File: src/hw/psia_pkg.sv
/*
 * Package for the PHY status, identifier and advertisement register bank:
 * register indices, field positions, reset values and carrier structs.
 * Assumes a 16-bit management register space reached by register index.
 */
package psia_pkg;

	// register indices on the management port
	localparam logic [4:0]  REG_PHY_STATUS      = 5'h01;
	localparam logic [4:0]  REG_PHY_IDENT_UPPER = 5'h02;
	localparam logic [4:0]  REG_PHY_IDENT_LOWER = 5'h03;
	localparam logic [4:0]  REG_NEG_ADVERTISE   = 5'h04;
	localparam logic [4:0]  REG_EVENT_STATUS    = 5'h18;
	localparam logic [4:0]  REG_EVENT_MASK      = 5'h19;

	// status bit positions
	localparam int STS_TX100_FULL  = 14;
	localparam int STS_TX100_HALF  = 13;
	localparam int STS_T10_FULL    = 12;
	localparam int STS_T10_HALF    = 11;
	localparam int STS_PREAMBLE_SUP = 6;
	localparam int STS_NEG_DONE    = 5;
	localparam int STS_REMOTE_FLT  = 4;
	localparam int STS_NEG_ABLE    = 3;
	localparam int STS_LINK        = 2;
	localparam int STS_JABBER      = 1;
	localparam int STS_EXT_CAP     = 0;

	// advertisement fields
	localparam int ADV_REMOTE_FLT = 13;
	localparam int ADV_TECH_LSB   = 5;
	localparam logic [7:0]  ADV_TECH_RESET  = 8'h2f;
	localparam logic [4:0]  ADV_SELECTOR    = 5'h01;

	// event bits: 0 link lost, 1 jabber, 2 negotiation done, 3 remote fault
	localparam int EVT_WIDTH = 4;
	localparam logic [3:0]  EVT_RESET = 4'h0;

	// management request bundle
	typedef struct packed {
		logic [4:0]  addr;
		logic [15:0] wrData;
		logic        wrStb;
		logic        rdStb;
	} psia_req_type;

	// live conditions from the negotiation, link and jabber logic
	typedef struct packed {
		logic negDone;
		logic remoteFault;
		logic linkUp;
		logic jabber;
		logic tenMbpsMode;
	} psia_cond_type;

	// whole register state of the bank
	typedef struct packed {
		logic                 linkLatch;
		logic                 jabberLatch;
		logic                 advRemoteFault;
		logic [7:0]           advTech;
		logic [EVT_WIDTH-1:0] evtStatus;
		logic [EVT_WIDTH-1:0] evtMask;
		logic [15:0]          rdData;
		logic                 irq;
	} psia_state_type;

endpackage : psia_pkg

File: src/hw/psia_regs.sv
/*
 * Status, identifier and advertisement registers of a 10/100 PHY,
 * with latched link and jabber status and a small event interrupt.
 * Assumes a synchronous master with one-cycle strobes and read data
 * expected in the cycle after the read strobe.
 */
// How it works
// - 100BASE-TX abilities read one, zero while the ten-megabit strap holds.
// - 10BASE-T full and half duplex abilities always read one.
// - reserved status bits read zero; status register ignores writes.
// - preamble suppression ability reads zero; suppressed frames not accepted.
// - negotiation complete reads zero until negotiation finishes; resets zero.
// - remote fault status follows detected remote fault; resets zero.
// - negotiation ability bit reads one.
// - link status bit latches low, resets zero.
// - jabber bit latches high, only in 10BASE-T mode; resets zero.
// - extended capability bit reads one.
// - identifier registers two and three return fixed constants.
// - next page and reserved advertisement bit 14 read zero.
// - writable advertised remote fault, resets zero, sent to partner.
// - writable technology field, resets 00101111, advertised to partner.
// - selector field reads constant 00001.
// - latch-low captures a low event, latch-high a high event.
module psia_regs
	import psia_pkg::*;
#(
	parameter logic [15:0] IDENT_UPPER = 16'h1234, // arbitrary value
	parameter logic [15:0] IDENT_LOWER = 16'h5670  // arbitrary value
) (
	// clock and reset
	input  wire logic          core_clk,
	input  wire logic          rst_b,
	// management register port
	input  wire logic [4:0]    regAddr,
	input  wire logic [15:0]   regWrData,
	input  wire logic          regWrStb,
	input  wire logic          regRdStb,
	output logic      [15:0]   regRdData,
	// live conditions and strap
	input  wire logic          negDone,
	input  wire logic          remoteFault,
	input  wire logic          linkUp,
	input  wire logic          jabber,
	input  wire logic          tenMbpsMode,
	input  wire logic          tenMbpsAdvertiseLimitStrap,
	// advertisement to the negotiation logic
	output logic               advRemoteFault,
	output logic      [7:0]    advTech,
	// interrupt
	output logic               irq
);

	psia_req_type   req;
	psia_cond_type  cond;
	psia_state_type state_reg;
	psia_state_type state_next;
	logic           strap_reg;
	logic [15:0]    statusWord;
	logic [15:0]    advWord;
	logic [EVT_WIDTH-1:0] evtSet;
	logic           statusRead;

	// bundle inputs for the carrier structs
	assign req  = '{addr: regAddr, wrData: regWrData, wrStb: regWrStb, rdStb: regRdStb};
	assign cond = '{negDone: negDone, remoteFault: remoteFault, linkUp: linkUp,
		jabber: jabber, tenMbpsMode: tenMbpsMode};

	// strap caught by a clock edge, never by the async reset
	always_ff @(posedge core_clk) begin
		strap_reg <= tenMbpsAdvertiseLimitStrap;
	end

	assign statusRead = req.rdStb && (req.addr == REG_PHY_STATUS);

	// status word assembly; fixed bits are wires, not state
	always_comb begin
		statusWord                   = 16'h0000;
		statusWord[STS_TX100_FULL]   = ~strap_reg;
		statusWord[STS_TX100_HALF]   = ~strap_reg;
		statusWord[STS_T10_FULL]     = 1'b1;
		statusWord[STS_T10_HALF]     = 1'b1;
		statusWord[STS_PREAMBLE_SUP] = 1'b0;
		statusWord[STS_NEG_DONE]     = cond.negDone;
		statusWord[STS_REMOTE_FLT]   = cond.remoteFault;
		statusWord[STS_NEG_ABLE]     = 1'b1;
		statusWord[STS_LINK]         = state_reg.linkLatch;
		statusWord[STS_JABBER]       = state_reg.jabberLatch;
		statusWord[STS_EXT_CAP]      = 1'b1;
	end

	// advertisement word: next page and bit 14 stay zero
	always_comb begin
		advWord                              = 16'h0000;
		advWord[ADV_REMOTE_FLT]              = state_reg.advRemoteFault;
		advWord[ADV_TECH_LSB +: 8]           = state_reg.advTech;
		advWord[4:0]                         = ADV_SELECTOR;
	end

	// events: link loss, jabber, negotiation done, remote fault
	assign evtSet = {cond.remoteFault, cond.negDone,
		cond.jabber && cond.tenMbpsMode, ~cond.linkUp};

	// next state of the whole bank
	always_comb begin
		state_next = state_reg;
		// latches: a link drop holds zero and a 10M jabber holds one until a status read re-arms them
		if (statusRead) begin
			state_next.linkLatch   = cond.linkUp;
			state_next.jabberLatch = cond.jabber && cond.tenMbpsMode;
		end else begin
			state_next.linkLatch   = state_reg.linkLatch && cond.linkUp;
			state_next.jabberLatch = state_reg.jabberLatch ||
				(cond.jabber && cond.tenMbpsMode);
		end
		// writes; status and identifier registers ignore them
		if (req.wrStb) begin
			unique case (req.addr)
				REG_NEG_ADVERTISE: begin
					state_next.advRemoteFault = req.wrData[ADV_REMOTE_FLT];
					state_next.advTech        = req.wrData[ADV_TECH_LSB +: 8];
				end
				REG_EVENT_MASK: begin
					state_next.evtMask = req.wrData[EVT_WIDTH-1:0];
				end
				REG_EVENT_STATUS: begin
					state_next.evtStatus = state_reg.evtStatus & ~req.wrData[EVT_WIDTH-1:0];
				end
				default: begin
				end
			endcase
		end
		// set wins over a same-cycle clear
		state_next.evtStatus = state_next.evtStatus | evtSet;
		state_next.irq = |(state_next.evtStatus & state_next.evtMask);
		// read data stand only in the cycle after the strobe
		state_next.rdData = 16'h0000;
		if (req.rdStb) begin
			unique case (req.addr)
				REG_PHY_STATUS:      state_next.rdData = statusWord;
				REG_PHY_IDENT_UPPER: state_next.rdData = IDENT_UPPER;
				REG_PHY_IDENT_LOWER: state_next.rdData = IDENT_LOWER;
				REG_NEG_ADVERTISE:   state_next.rdData = advWord;
				REG_EVENT_STATUS:    state_next.rdData = {12'h000, state_reg.evtStatus};
				REG_EVENT_MASK:      state_next.rdData = {12'h000, state_reg.evtMask};
				default:             state_next.rdData = 16'h0000;
			endcase
		end
	end

	// one register stage for all state
	always_ff @(posedge core_clk or negedge rst_b) begin
		if (!rst_b) begin
			state_reg <= '{linkLatch: 1'b0, jabberLatch: 1'b0, advRemoteFault: 1'b0,
				advTech: ADV_TECH_RESET, evtStatus: EVT_RESET, evtMask: EVT_RESET,
				rdData: 16'h0000, irq: 1'b0};
		end else begin
			state_reg <= state_next;
		end
	end

	// outputs straight from flip-flops
	assign regRdData      = state_reg.rdData;
	assign advRemoteFault = state_reg.advRemoteFault;
	assign advTech        = state_reg.advTech;
	assign irq            = state_reg.irq;

	// checks
	// read data come from a register, so each read check looks one
	// cycle after the strobe and compares against $past of what the
	// bank saw at the strobe; the strap is compared through its own
	// register because the bank reacts to it one clock late
	// latch checks watch the internal latch bits directly: a status
	// read re-arms them at the same edge that captures the read word,
	// so only cycles without a read prove that a latch holds
	// event checks rely on set winning over a same-cycle clear; a
	// write-one-to-clear while the condition still holds leaves the
	// bit set, which software must allow for
	// none of these checks look at unknown values; the port inputs
	// are taken as synchronous to core_clk and settled at each edge
	AST_ABIL100: assert property (@(posedge core_clk) disable iff (!rst_b)
		$past(statusRead) |-> regRdData[14:13] == {2{~$past(strap_reg)}})
		else $error("100 Mbps ability bits wrong");
	AST_FIXED: assert property (@(posedge core_clk) disable iff (!rst_b)
		$past(statusRead) |-> regRdData[12:11] == 2'b11 && regRdData[3] && regRdData[0])
		else $error("fixed ability bits wrong");
	AST_RSVD: assert property (@(posedge core_clk) disable iff (!rst_b)
		$past(statusRead) |-> regRdData[15] == 1'b0 && regRdData[10:6] == 5'h00)
		else $error("reserved status bits not zero");
	AST_LINKLL: assert property (@(posedge core_clk) disable iff (!rst_b)
		(!linkUp && !statusRead) ##1 (!statusRead)[*2] |-> !state_reg.linkLatch)
		else $error("link drop not latched");
	AST_JABLH: assert property (@(posedge core_clk) disable iff (!rst_b)
		(jabber && tenMbpsMode && !statusRead) |=> state_reg.jabberLatch)
		else $error("jabber not latched");
	AST_REARM: assert property (@(posedge core_clk) disable iff (!rst_b)
		statusRead |=> state_reg.linkLatch == $past(linkUp))
		else $error("latch not re-armed after read");
	AST_IDENT: assert property (@(posedge core_clk) disable iff (!rst_b)
		(regRdStb && regAddr == REG_PHY_IDENT_UPPER) |=> regRdData == IDENT_UPPER)
		else $error("identifier upper wrong");
	AST_ADVWR: assert property (@(posedge core_clk) disable iff (!rst_b)
		(regWrStb && regAddr == REG_NEG_ADVERTISE) ##1 (regRdStb && regAddr == REG_NEG_ADVERTISE)
		|=> regRdData[12:5] == $past(regWrData[12:5], 2) && regRdData[15:14] == 2'b00
		&& regRdData[4:0] == ADV_SELECTOR)
		else $error("advertisement readback wrong");
	AST_NEGDONE: assert property (@(posedge core_clk) disable iff (!rst_b)
		$past(statusRead) |-> regRdData[5] == $past(negDone) && regRdData[4] == $past(remoteFault))
		else $error("negotiation or fault status wrong");

	// read port: data stand one cycle after the strobe, zero otherwise
	AST_RDZERO: assert property (@(posedge core_clk) disable iff (!rst_b)
		!$past(regRdStb) |-> regRdData == 16'h0000)
		else $error("read data not zero outside a read");

	AST_IDLOW: assert property (@(posedge core_clk) disable iff (!rst_b)
		(regRdStb && regAddr == REG_PHY_IDENT_LOWER) |=> regRdData == IDENT_LOWER)
		else $error("identifier lower wrong");

	AST_UNMAP: assert property (@(posedge core_clk) disable iff (!rst_b)
		(regRdStb && regAddr > REG_EVENT_MASK) |=> regRdData == 16'h0000)
		else $error("unmapped read not zero");

	AST_EVTSTSRD: assert property (@(posedge core_clk) disable iff (!rst_b)
		(regRdStb && regAddr == REG_EVENT_STATUS) |=> regRdData[15:4] == 12'h000)
		else $error("event status upper bits not zero");

	AST_EVTMSKRD: assert property (@(posedge core_clk) disable iff (!rst_b)
		(regRdStb && regAddr == REG_EVENT_MASK) |=> regRdData[15:4] == 12'h000)
		else $error("event mask upper bits not zero");

	// fixed status bits, seen in the cycle after a status read
	AST_RSV15: assert property (@(posedge core_clk) disable iff (!rst_b)
		$past(statusRead) |-> !regRdData[15])
		else $error("status bit 15 not zero");

	AST_RSV10: assert property (@(posedge core_clk) disable iff (!rst_b)
		$past(statusRead) |-> regRdData[10:7] == 4'h0)
		else $error("status bits 10 to 7 not zero");

	AST_T10: assert property (@(posedge core_clk) disable iff (!rst_b)
		$past(statusRead) |-> regRdData[12:11] == 2'b11)
		else $error("10BASE-T abilities not one");

	AST_NEGABLE: assert property (@(posedge core_clk) disable iff (!rst_b)
		$past(statusRead) |-> regRdData[3])
		else $error("negotiation ability not one");

	AST_EXTCAP: assert property (@(posedge core_clk) disable iff (!rst_b)
		$past(statusRead) |-> regRdData[0])
		else $error("extended capability not one");

	AST_NOPRE: assert property (@(posedge core_clk) disable iff (!rst_b)
		$past(statusRead) |-> !regRdData[6])
		else $error("preamble suppression ability not zero");

	AST_STRAPOFF: assert property (@(posedge core_clk) disable iff (!rst_b)
		($past(statusRead) && !$past(strap_reg)) |-> regRdData[14:13] == 2'b11)
		else $error("100 Mbps abilities missing without strap");

	AST_STRAPON: assert property (@(posedge core_clk) disable iff (!rst_b)
		($past(statusRead) && $past(strap_reg)) |-> regRdData[14:13] == 2'b00)
		else $error("100 Mbps abilities shown under strap");

	// live and latched status bits as read
	AST_RFSTS: assert property (@(posedge core_clk) disable iff (!rst_b)
		$past(statusRead) |-> regRdData[4] == $past(remoteFault))
		else $error("remote fault status wrong");

	AST_DONESTS: assert property (@(posedge core_clk) disable iff (!rst_b)
		$past(statusRead) |-> regRdData[5] == $past(negDone))
		else $error("negotiation complete status wrong");

	AST_LINKRD: assert property (@(posedge core_clk) disable iff (!rst_b)
		$past(statusRead) |-> regRdData[2] == $past(state_reg.linkLatch))
		else $error("link status read wrong");

	AST_JABRD: assert property (@(posedge core_clk) disable iff (!rst_b)
		$past(statusRead) |-> regRdData[1] == $past(state_reg.jabberLatch))
		else $error("jabber status read wrong");

	// latch behaviour between reads
	AST_LINKHOLD: assert property (@(posedge core_clk) disable iff (!rst_b)
		(!state_reg.linkLatch && !statusRead) |=> !state_reg.linkLatch)
		else $error("link latch released without a read");

	AST_LINKKEEP: assert property (@(posedge core_clk) disable iff (!rst_b)
		(state_reg.linkLatch && linkUp) |=> state_reg.linkLatch)
		else $error("link latch dropped with link up");

	AST_LINKDROP: assert property (@(posedge core_clk) disable iff (!rst_b)
		!linkUp |=> !state_reg.linkLatch)
		else $error("link latch high after link loss");

	AST_JABHOLD: assert property (@(posedge core_clk) disable iff (!rst_b)
		(state_reg.jabberLatch && !statusRead) |=> state_reg.jabberLatch)
		else $error("jabber latch released without a read");

	AST_JABSET: assert property (@(posedge core_clk) disable iff (!rst_b)
		(jabber && tenMbpsMode) |=> state_reg.jabberLatch)
		else $error("jabber latch not set");

	AST_JAB10: assert property (@(posedge core_clk) disable iff (!rst_b)
		(!tenMbpsMode && !state_reg.jabberLatch) |=> !state_reg.jabberLatch)
		else $error("jabber latched outside 10BASE-T");

	AST_JABREARM: assert property (@(posedge core_clk) disable iff (!rst_b)
		statusRead |=> state_reg.jabberLatch == ($past(jabber) && $past(tenMbpsMode)))
		else $error("jabber latch not re-armed after read");

	// advertisement register
	AST_NEXTPG: assert property (@(posedge core_clk) disable iff (!rst_b)
		(regRdStb && regAddr == REG_NEG_ADVERTISE) |=> regRdData[15:14] == 2'b00)
		else $error("next page or bit 14 not zero");

	AST_SELECT: assert property (@(posedge core_clk) disable iff (!rst_b)
		(regRdStb && regAddr == REG_NEG_ADVERTISE) |=> regRdData[4:0] == ADV_SELECTOR)
		else $error("selector field wrong");

	AST_ADVRF: assert property (@(posedge core_clk) disable iff (!rst_b)
		(regRdStb && regAddr == REG_NEG_ADVERTISE) |=> regRdData[13] == $past(advRemoteFault))
		else $error("advertised remote fault read wrong");

	AST_ADVTECH: assert property (@(posedge core_clk) disable iff (!rst_b)
		(regRdStb && regAddr == REG_NEG_ADVERTISE) |=> regRdData[12:5] == $past(advTech))
		else $error("technology field read wrong");

	AST_WRRF: assert property (@(posedge core_clk) disable iff (!rst_b)
		(regWrStb && regAddr == REG_NEG_ADVERTISE) |=> advRemoteFault == $past(regWrData[13]))
		else $error("advertised remote fault not written");

	AST_WRTECH: assert property (@(posedge core_clk) disable iff (!rst_b)
		(regWrStb && regAddr == REG_NEG_ADVERTISE) |=> advTech == $past(regWrData[12:5]))
		else $error("technology field not written");

	AST_RFHOLD: assert property (@(posedge core_clk) disable iff (!rst_b)
		!(regWrStb && regAddr == REG_NEG_ADVERTISE) |=> $stable(advRemoteFault))
		else $error("advertised remote fault changed without write");

	AST_TECHHOLD: assert property (@(posedge core_clk) disable iff (!rst_b)
		!(regWrStb && regAddr == REG_NEG_ADVERTISE) |=> $stable(advTech))
		else $error("technology field changed without write");

	// events and interrupt
	AST_EVTNEG: assert property (@(posedge core_clk) disable iff (!rst_b)
		negDone |=> state_reg.evtStatus[2])
		else $error("negotiation event not set");

	AST_EVTLINK: assert property (@(posedge core_clk) disable iff (!rst_b)
		!linkUp |=> state_reg.evtStatus[0])
		else $error("link loss event not set");

	AST_EVTJAB: assert property (@(posedge core_clk) disable iff (!rst_b)
		(jabber && tenMbpsMode) |=> state_reg.evtStatus[1])
		else $error("jabber event not set");

	AST_EVTRF: assert property (@(posedge core_clk) disable iff (!rst_b)
		remoteFault |=> state_reg.evtStatus[3])
		else $error("remote fault event not set");

	AST_W1C: assert property (@(posedge core_clk) disable iff (!rst_b)
		(regWrStb && regAddr == REG_EVENT_STATUS && regWrData[2] && !negDone) |=> !state_reg.evtStatus[2])
		else $error("event not cleared by write of one");

	AST_IRQMSK: assert property (@(posedge core_clk) disable iff (!rst_b)
		(regWrStb && regAddr == REG_EVENT_MASK && regWrData[3:0] == 4'h0) |=> !irq)
		else $error("interrupt high with all events masked");

	COV_LINKDROP: cover property (@(posedge core_clk) disable iff (!rst_b)
		linkUp ##1 !linkUp ##1 linkUp ##1 statusRead);
	COV_IRQ: cover property (@(posedge core_clk) disable iff (!rst_b) $rose(irq));
	COV_ADV: cover property (@(posedge core_clk) disable iff (!rst_b)
		regWrStb && regAddr == REG_NEG_ADVERTISE);
	COV_JAB: cover property (@(posedge core_clk) disable iff (!rst_b)
		(jabber && tenMbpsMode && !state_reg.jabberLatch) ##1 state_reg.jabberLatch);
	COV_STRAP: cover property (@(posedge core_clk) disable iff (!rst_b)
		statusRead && strap_reg);

endmodule : psia_regs

File: config.mk
export PLATFORM = sky130hd
export DESIGN_NAME = psia_regs
export DESIGN_NICKNAME = d
export VERILOG_FILES = /design/src/hw/psia_pkg.sv /design/src/hw/psia_regs.sv
export SDC_FILE = /design/constraint.sdc
export NUM_CORES = 1
export LEC_CHECK = 0
export ABC_AREA = 1
export BUFFER_PORTS_ARGS = -buffer_cell sky130_fd_sc_hd__buf_2
export CORE_UTILIZATION = 45
export DETAILED_ROUTE_END_ITERATION = 8
export MAX_ROUTING_LAYER = met4
export PLACE_DENSITY_LB_ADDON = 0.15
export SLEW_MARGIN = 5
export SYNTH_ARGS = -nofsm -noshare
export SYNTH_HDL_FRONTEND = slang
export SYNTH_SLANG_ARGS = --single-unit
File: constraint.sdc
create_clock -name core_clk -period 0.8 [get_ports core_clk]
set_input_delay 0.08 -clock core_clk [delete_from_list [all_inputs] [get_ports core_clk]]
set_output_delay 0.08 -clock core_clk [all_outputs]
set_load 0.01 [all_outputs]
==> results.cfg <==
[timing]
slew_violations = 0
min_period_over_period_pct = 127
rsz0062_at_grt = yes
setup_violations = 40
fin_crit_ns = 1.02
fmax_ghz = 0.984
hold_slack_ns = 0.000256
fin_setup_tns_ns = -2.90
hold_viol = 0
worst_slack_ns = -0.216
fin_worst_skew_ns = 0.00779

[detailed_routing]
drtIter0Drc = 58
ant_nets = 0
avgRoutedWirePerCell_um = 12.0
top_layer_used = met4
met3_wirelength_um = 234
vias = 1499
drt-total-wl_mm = 3.86
via_per_inst = 4.67
wl_met1_mm = 1.70
met2_length_mm = 1.88
post-route-drc-count = 0
first_pass_iters = 4

[die]
fp.coreArea_um2 = 3720
std_cell_rows = 22
die_width_um = 64.5
initial_core_util_pct = 47.4
die-area_um2 = 4170
die_h_um = 64.5
ioPinCount = 57

[worst_setup_path]
slowest_delay_ns = 0.55
cp_max_fo = 2
cp-start-kind = flop
cp_num_cells = 1
critical_path.top_delay_family = flip-flops
arrival_ns = 0.94
worst-setup-path-type = reg -> out
reg2reg_from = advTech[0]$_DFFE_PN1P_
timing.reg2reg.setup_slack_ns = -0.12
end_kind = primary output
critical_path_buf_inv_count = 1
cp.required_ns = 0.72
worstReg2RegEnd = regRdData[5]$_DFF_PN0_
r2r_cells = 5
crit_path_cell_trace = buf_6
critPathSlowestCell = dfstp_2

[outcome]
failed_checks = negative setup slack
status = finished, violations left

[finish]
layout.nets = 303
n_antenna_cell = 0
largest_reg_flops = 15
stdcell_count = 321
fin_area_um2 = 2460
drive_gt1_share_pct = 49.8
area_delta_synth_final_pct = 39.8

[global_route]
grt_start_max_net_pins = 36
first_global_vias = 1403
grtUsageTotal_pct = 19.8
antenna_found_initial = 0
grt_overflow = 0
grt_pass1_wl_mm = 6.05

[place]
gp_congestion = 0.837
dpl.hpwl_mm = 2.61
postPlaceCellArea_um2 = 2020
dp_cells = 297
dp_slack_ns = -0.375
portBuffers = 52

[cts]
cts_root_buffer = clkbuf_8
cts_tree = built
cts.reportedPaths.clkPinSlew_ns = 0.08
cts_buffer_depth = 2
htree_levels = 2
numCtsBuffers = 5
clk_latency_ns = 0.29
clock-sinks = 36

[logic_synthesis]
syn_area_um2 = 1760
synth-main-ff-cell = dfrtp_1
yosysSeqAreaShare_pct = 51.2
synth_edf_count = 0
yosys_warnings = 0
synthArstFlopShare_pct = 97.2
yosys.cell_types.count = 27
syn_area_per_cell_um2 = 8.46
syn_nets = 239
synth_cells = 208
synth-seq-cells = 36

[power_and_ir_drop]
cellPowerDensity_nw_per_um2 = 1890
peakVddDrop_v = 0.000944
p_leak_nw = 1.39

[hold_path]
hold_depth = 3
min_from = regWrData[10]
hold_path_class = in -> reg
hold_end = advTech[5]$_DFFE_PN1P_

[flow_run]
cap_violations = 0
what timing repair did:
| action | 4_1_cts | 5_1_grt |
|---|---|---|
| hold buffers | 2 | 0 |
| endpoints found under the hold margin | 36 | 0 |
| setup endpoints to repair | 41 | 54 |
| resized for setup | 9 | 48 |
| buffers inserted | 9 | 5 |
| pin swaps | 13 | 21 |
| gates cloned | 0 | 1 |
final cells by class:
type	count	area (um^2)
clock buffers	5	68.8
clock inverters	3	42.5
fillers	323	1250
inverters	26	105
multi-input cells	118	672
flip-flops and latches	36	902
well taps	48	60.1
repair buffers	85	611
placed cells by master, fill, tap and decap left out, drive strengths merged:
cell type / count
buf: 83
nand2: 74
dfrtp: 30
inv: 26
nand3: 20
nor2: 8
dfstp: 5
clkbuf: 5
a21oi: 5
o21ai: 4
dlygate4sd3: 2
nor4: 1
nand4: 1
a211oi: 1
a31oi: 1
o211ai: 1
o21a: 1
conb: 1
bufinv: 1
clkinv: 1
clkinvlp: 1
dfxtp: 1
worst min-delay path, delay by kind of cell:
kind                   cells  cell delay [ns]
AND/OR/NAND/NOR            2             0.12
buffers and inverters      1             0.09
report_power, final:
part	internal [W]	total, W	switching (W)
Combinational	0.000483	0.000964	0.000480
Sequential	0.00201	0.00210	0.0000929
Clock	0.000922	0.00160	0.000674
kinds of logic after synthesis:
group,count (synthesis),share of synthesized area (%)
flip-flops,36,51.2
other,1,0.213
AND/OR/NAND/NOR,103,26.4
buffers and inverters,55,17.6
AO/OA/AOI/OAI,13,4.62
worst max-delay path by stage:
stage	endpoint	start
2_1_floorplan	irq$_DFF_PN0_	regAddr[2]
3_3_place_gp	irq$_DFF_PN0_	regAddr[2]
3_5_place_dp	irq$_DFF_PN0_	regAddr[2]
4_1_cts	advTech[1]	advTech[1]$_DFFE_PN1P_
5_1_grt	advTech[3]	advTech[3]$_DFFE_PN1P_
6_report	advTech[2]	advTech[2]$_DFFE_PN1P_
cell usage after synthesis, types with 2 or more instances:
cell type / n / share of area (%)
dfrtp_1: 30 / 43
nor2_4: 2 / 1.3
nor2_2: 2 / 0.71
buf_4: 25 / 11
a21oi_2: 2 / 1.0
nand2_2: 3 / 1.1
nand2_1: 70 / 15
inv_2: 2 / 0.43
dfstp_2: 5 / 7.5
nand3_1: 19 / 5.4
nor2_1: 4 / 0.85
o21ai_0: 4 / 1.1
a21oi_1: 3 / 0.85
inv_1: 24 / 5.1
metal layers:
metal  global-route usage [%]  up-vias
met3                     4.75        6
met4                     6.67        0
met5                        -        -
met2                     31.4       57
li1                         -      742
met1                     24.9      694
stage by stage:
| step | power [W] | utilization, % |
|---|---|---|
| after floorplan | 0.00256 | - |
| after CTS | 0.00455 | 60.9 |
| after detailed placement | 0.00279 | 54.5 |
| after global placement | 0.00278 | 54.5 |
| after global routing | 0.00490 | 66.2 |
| final | 0.00466 | 66.2 |
Power figures use the tool's default switching activity.
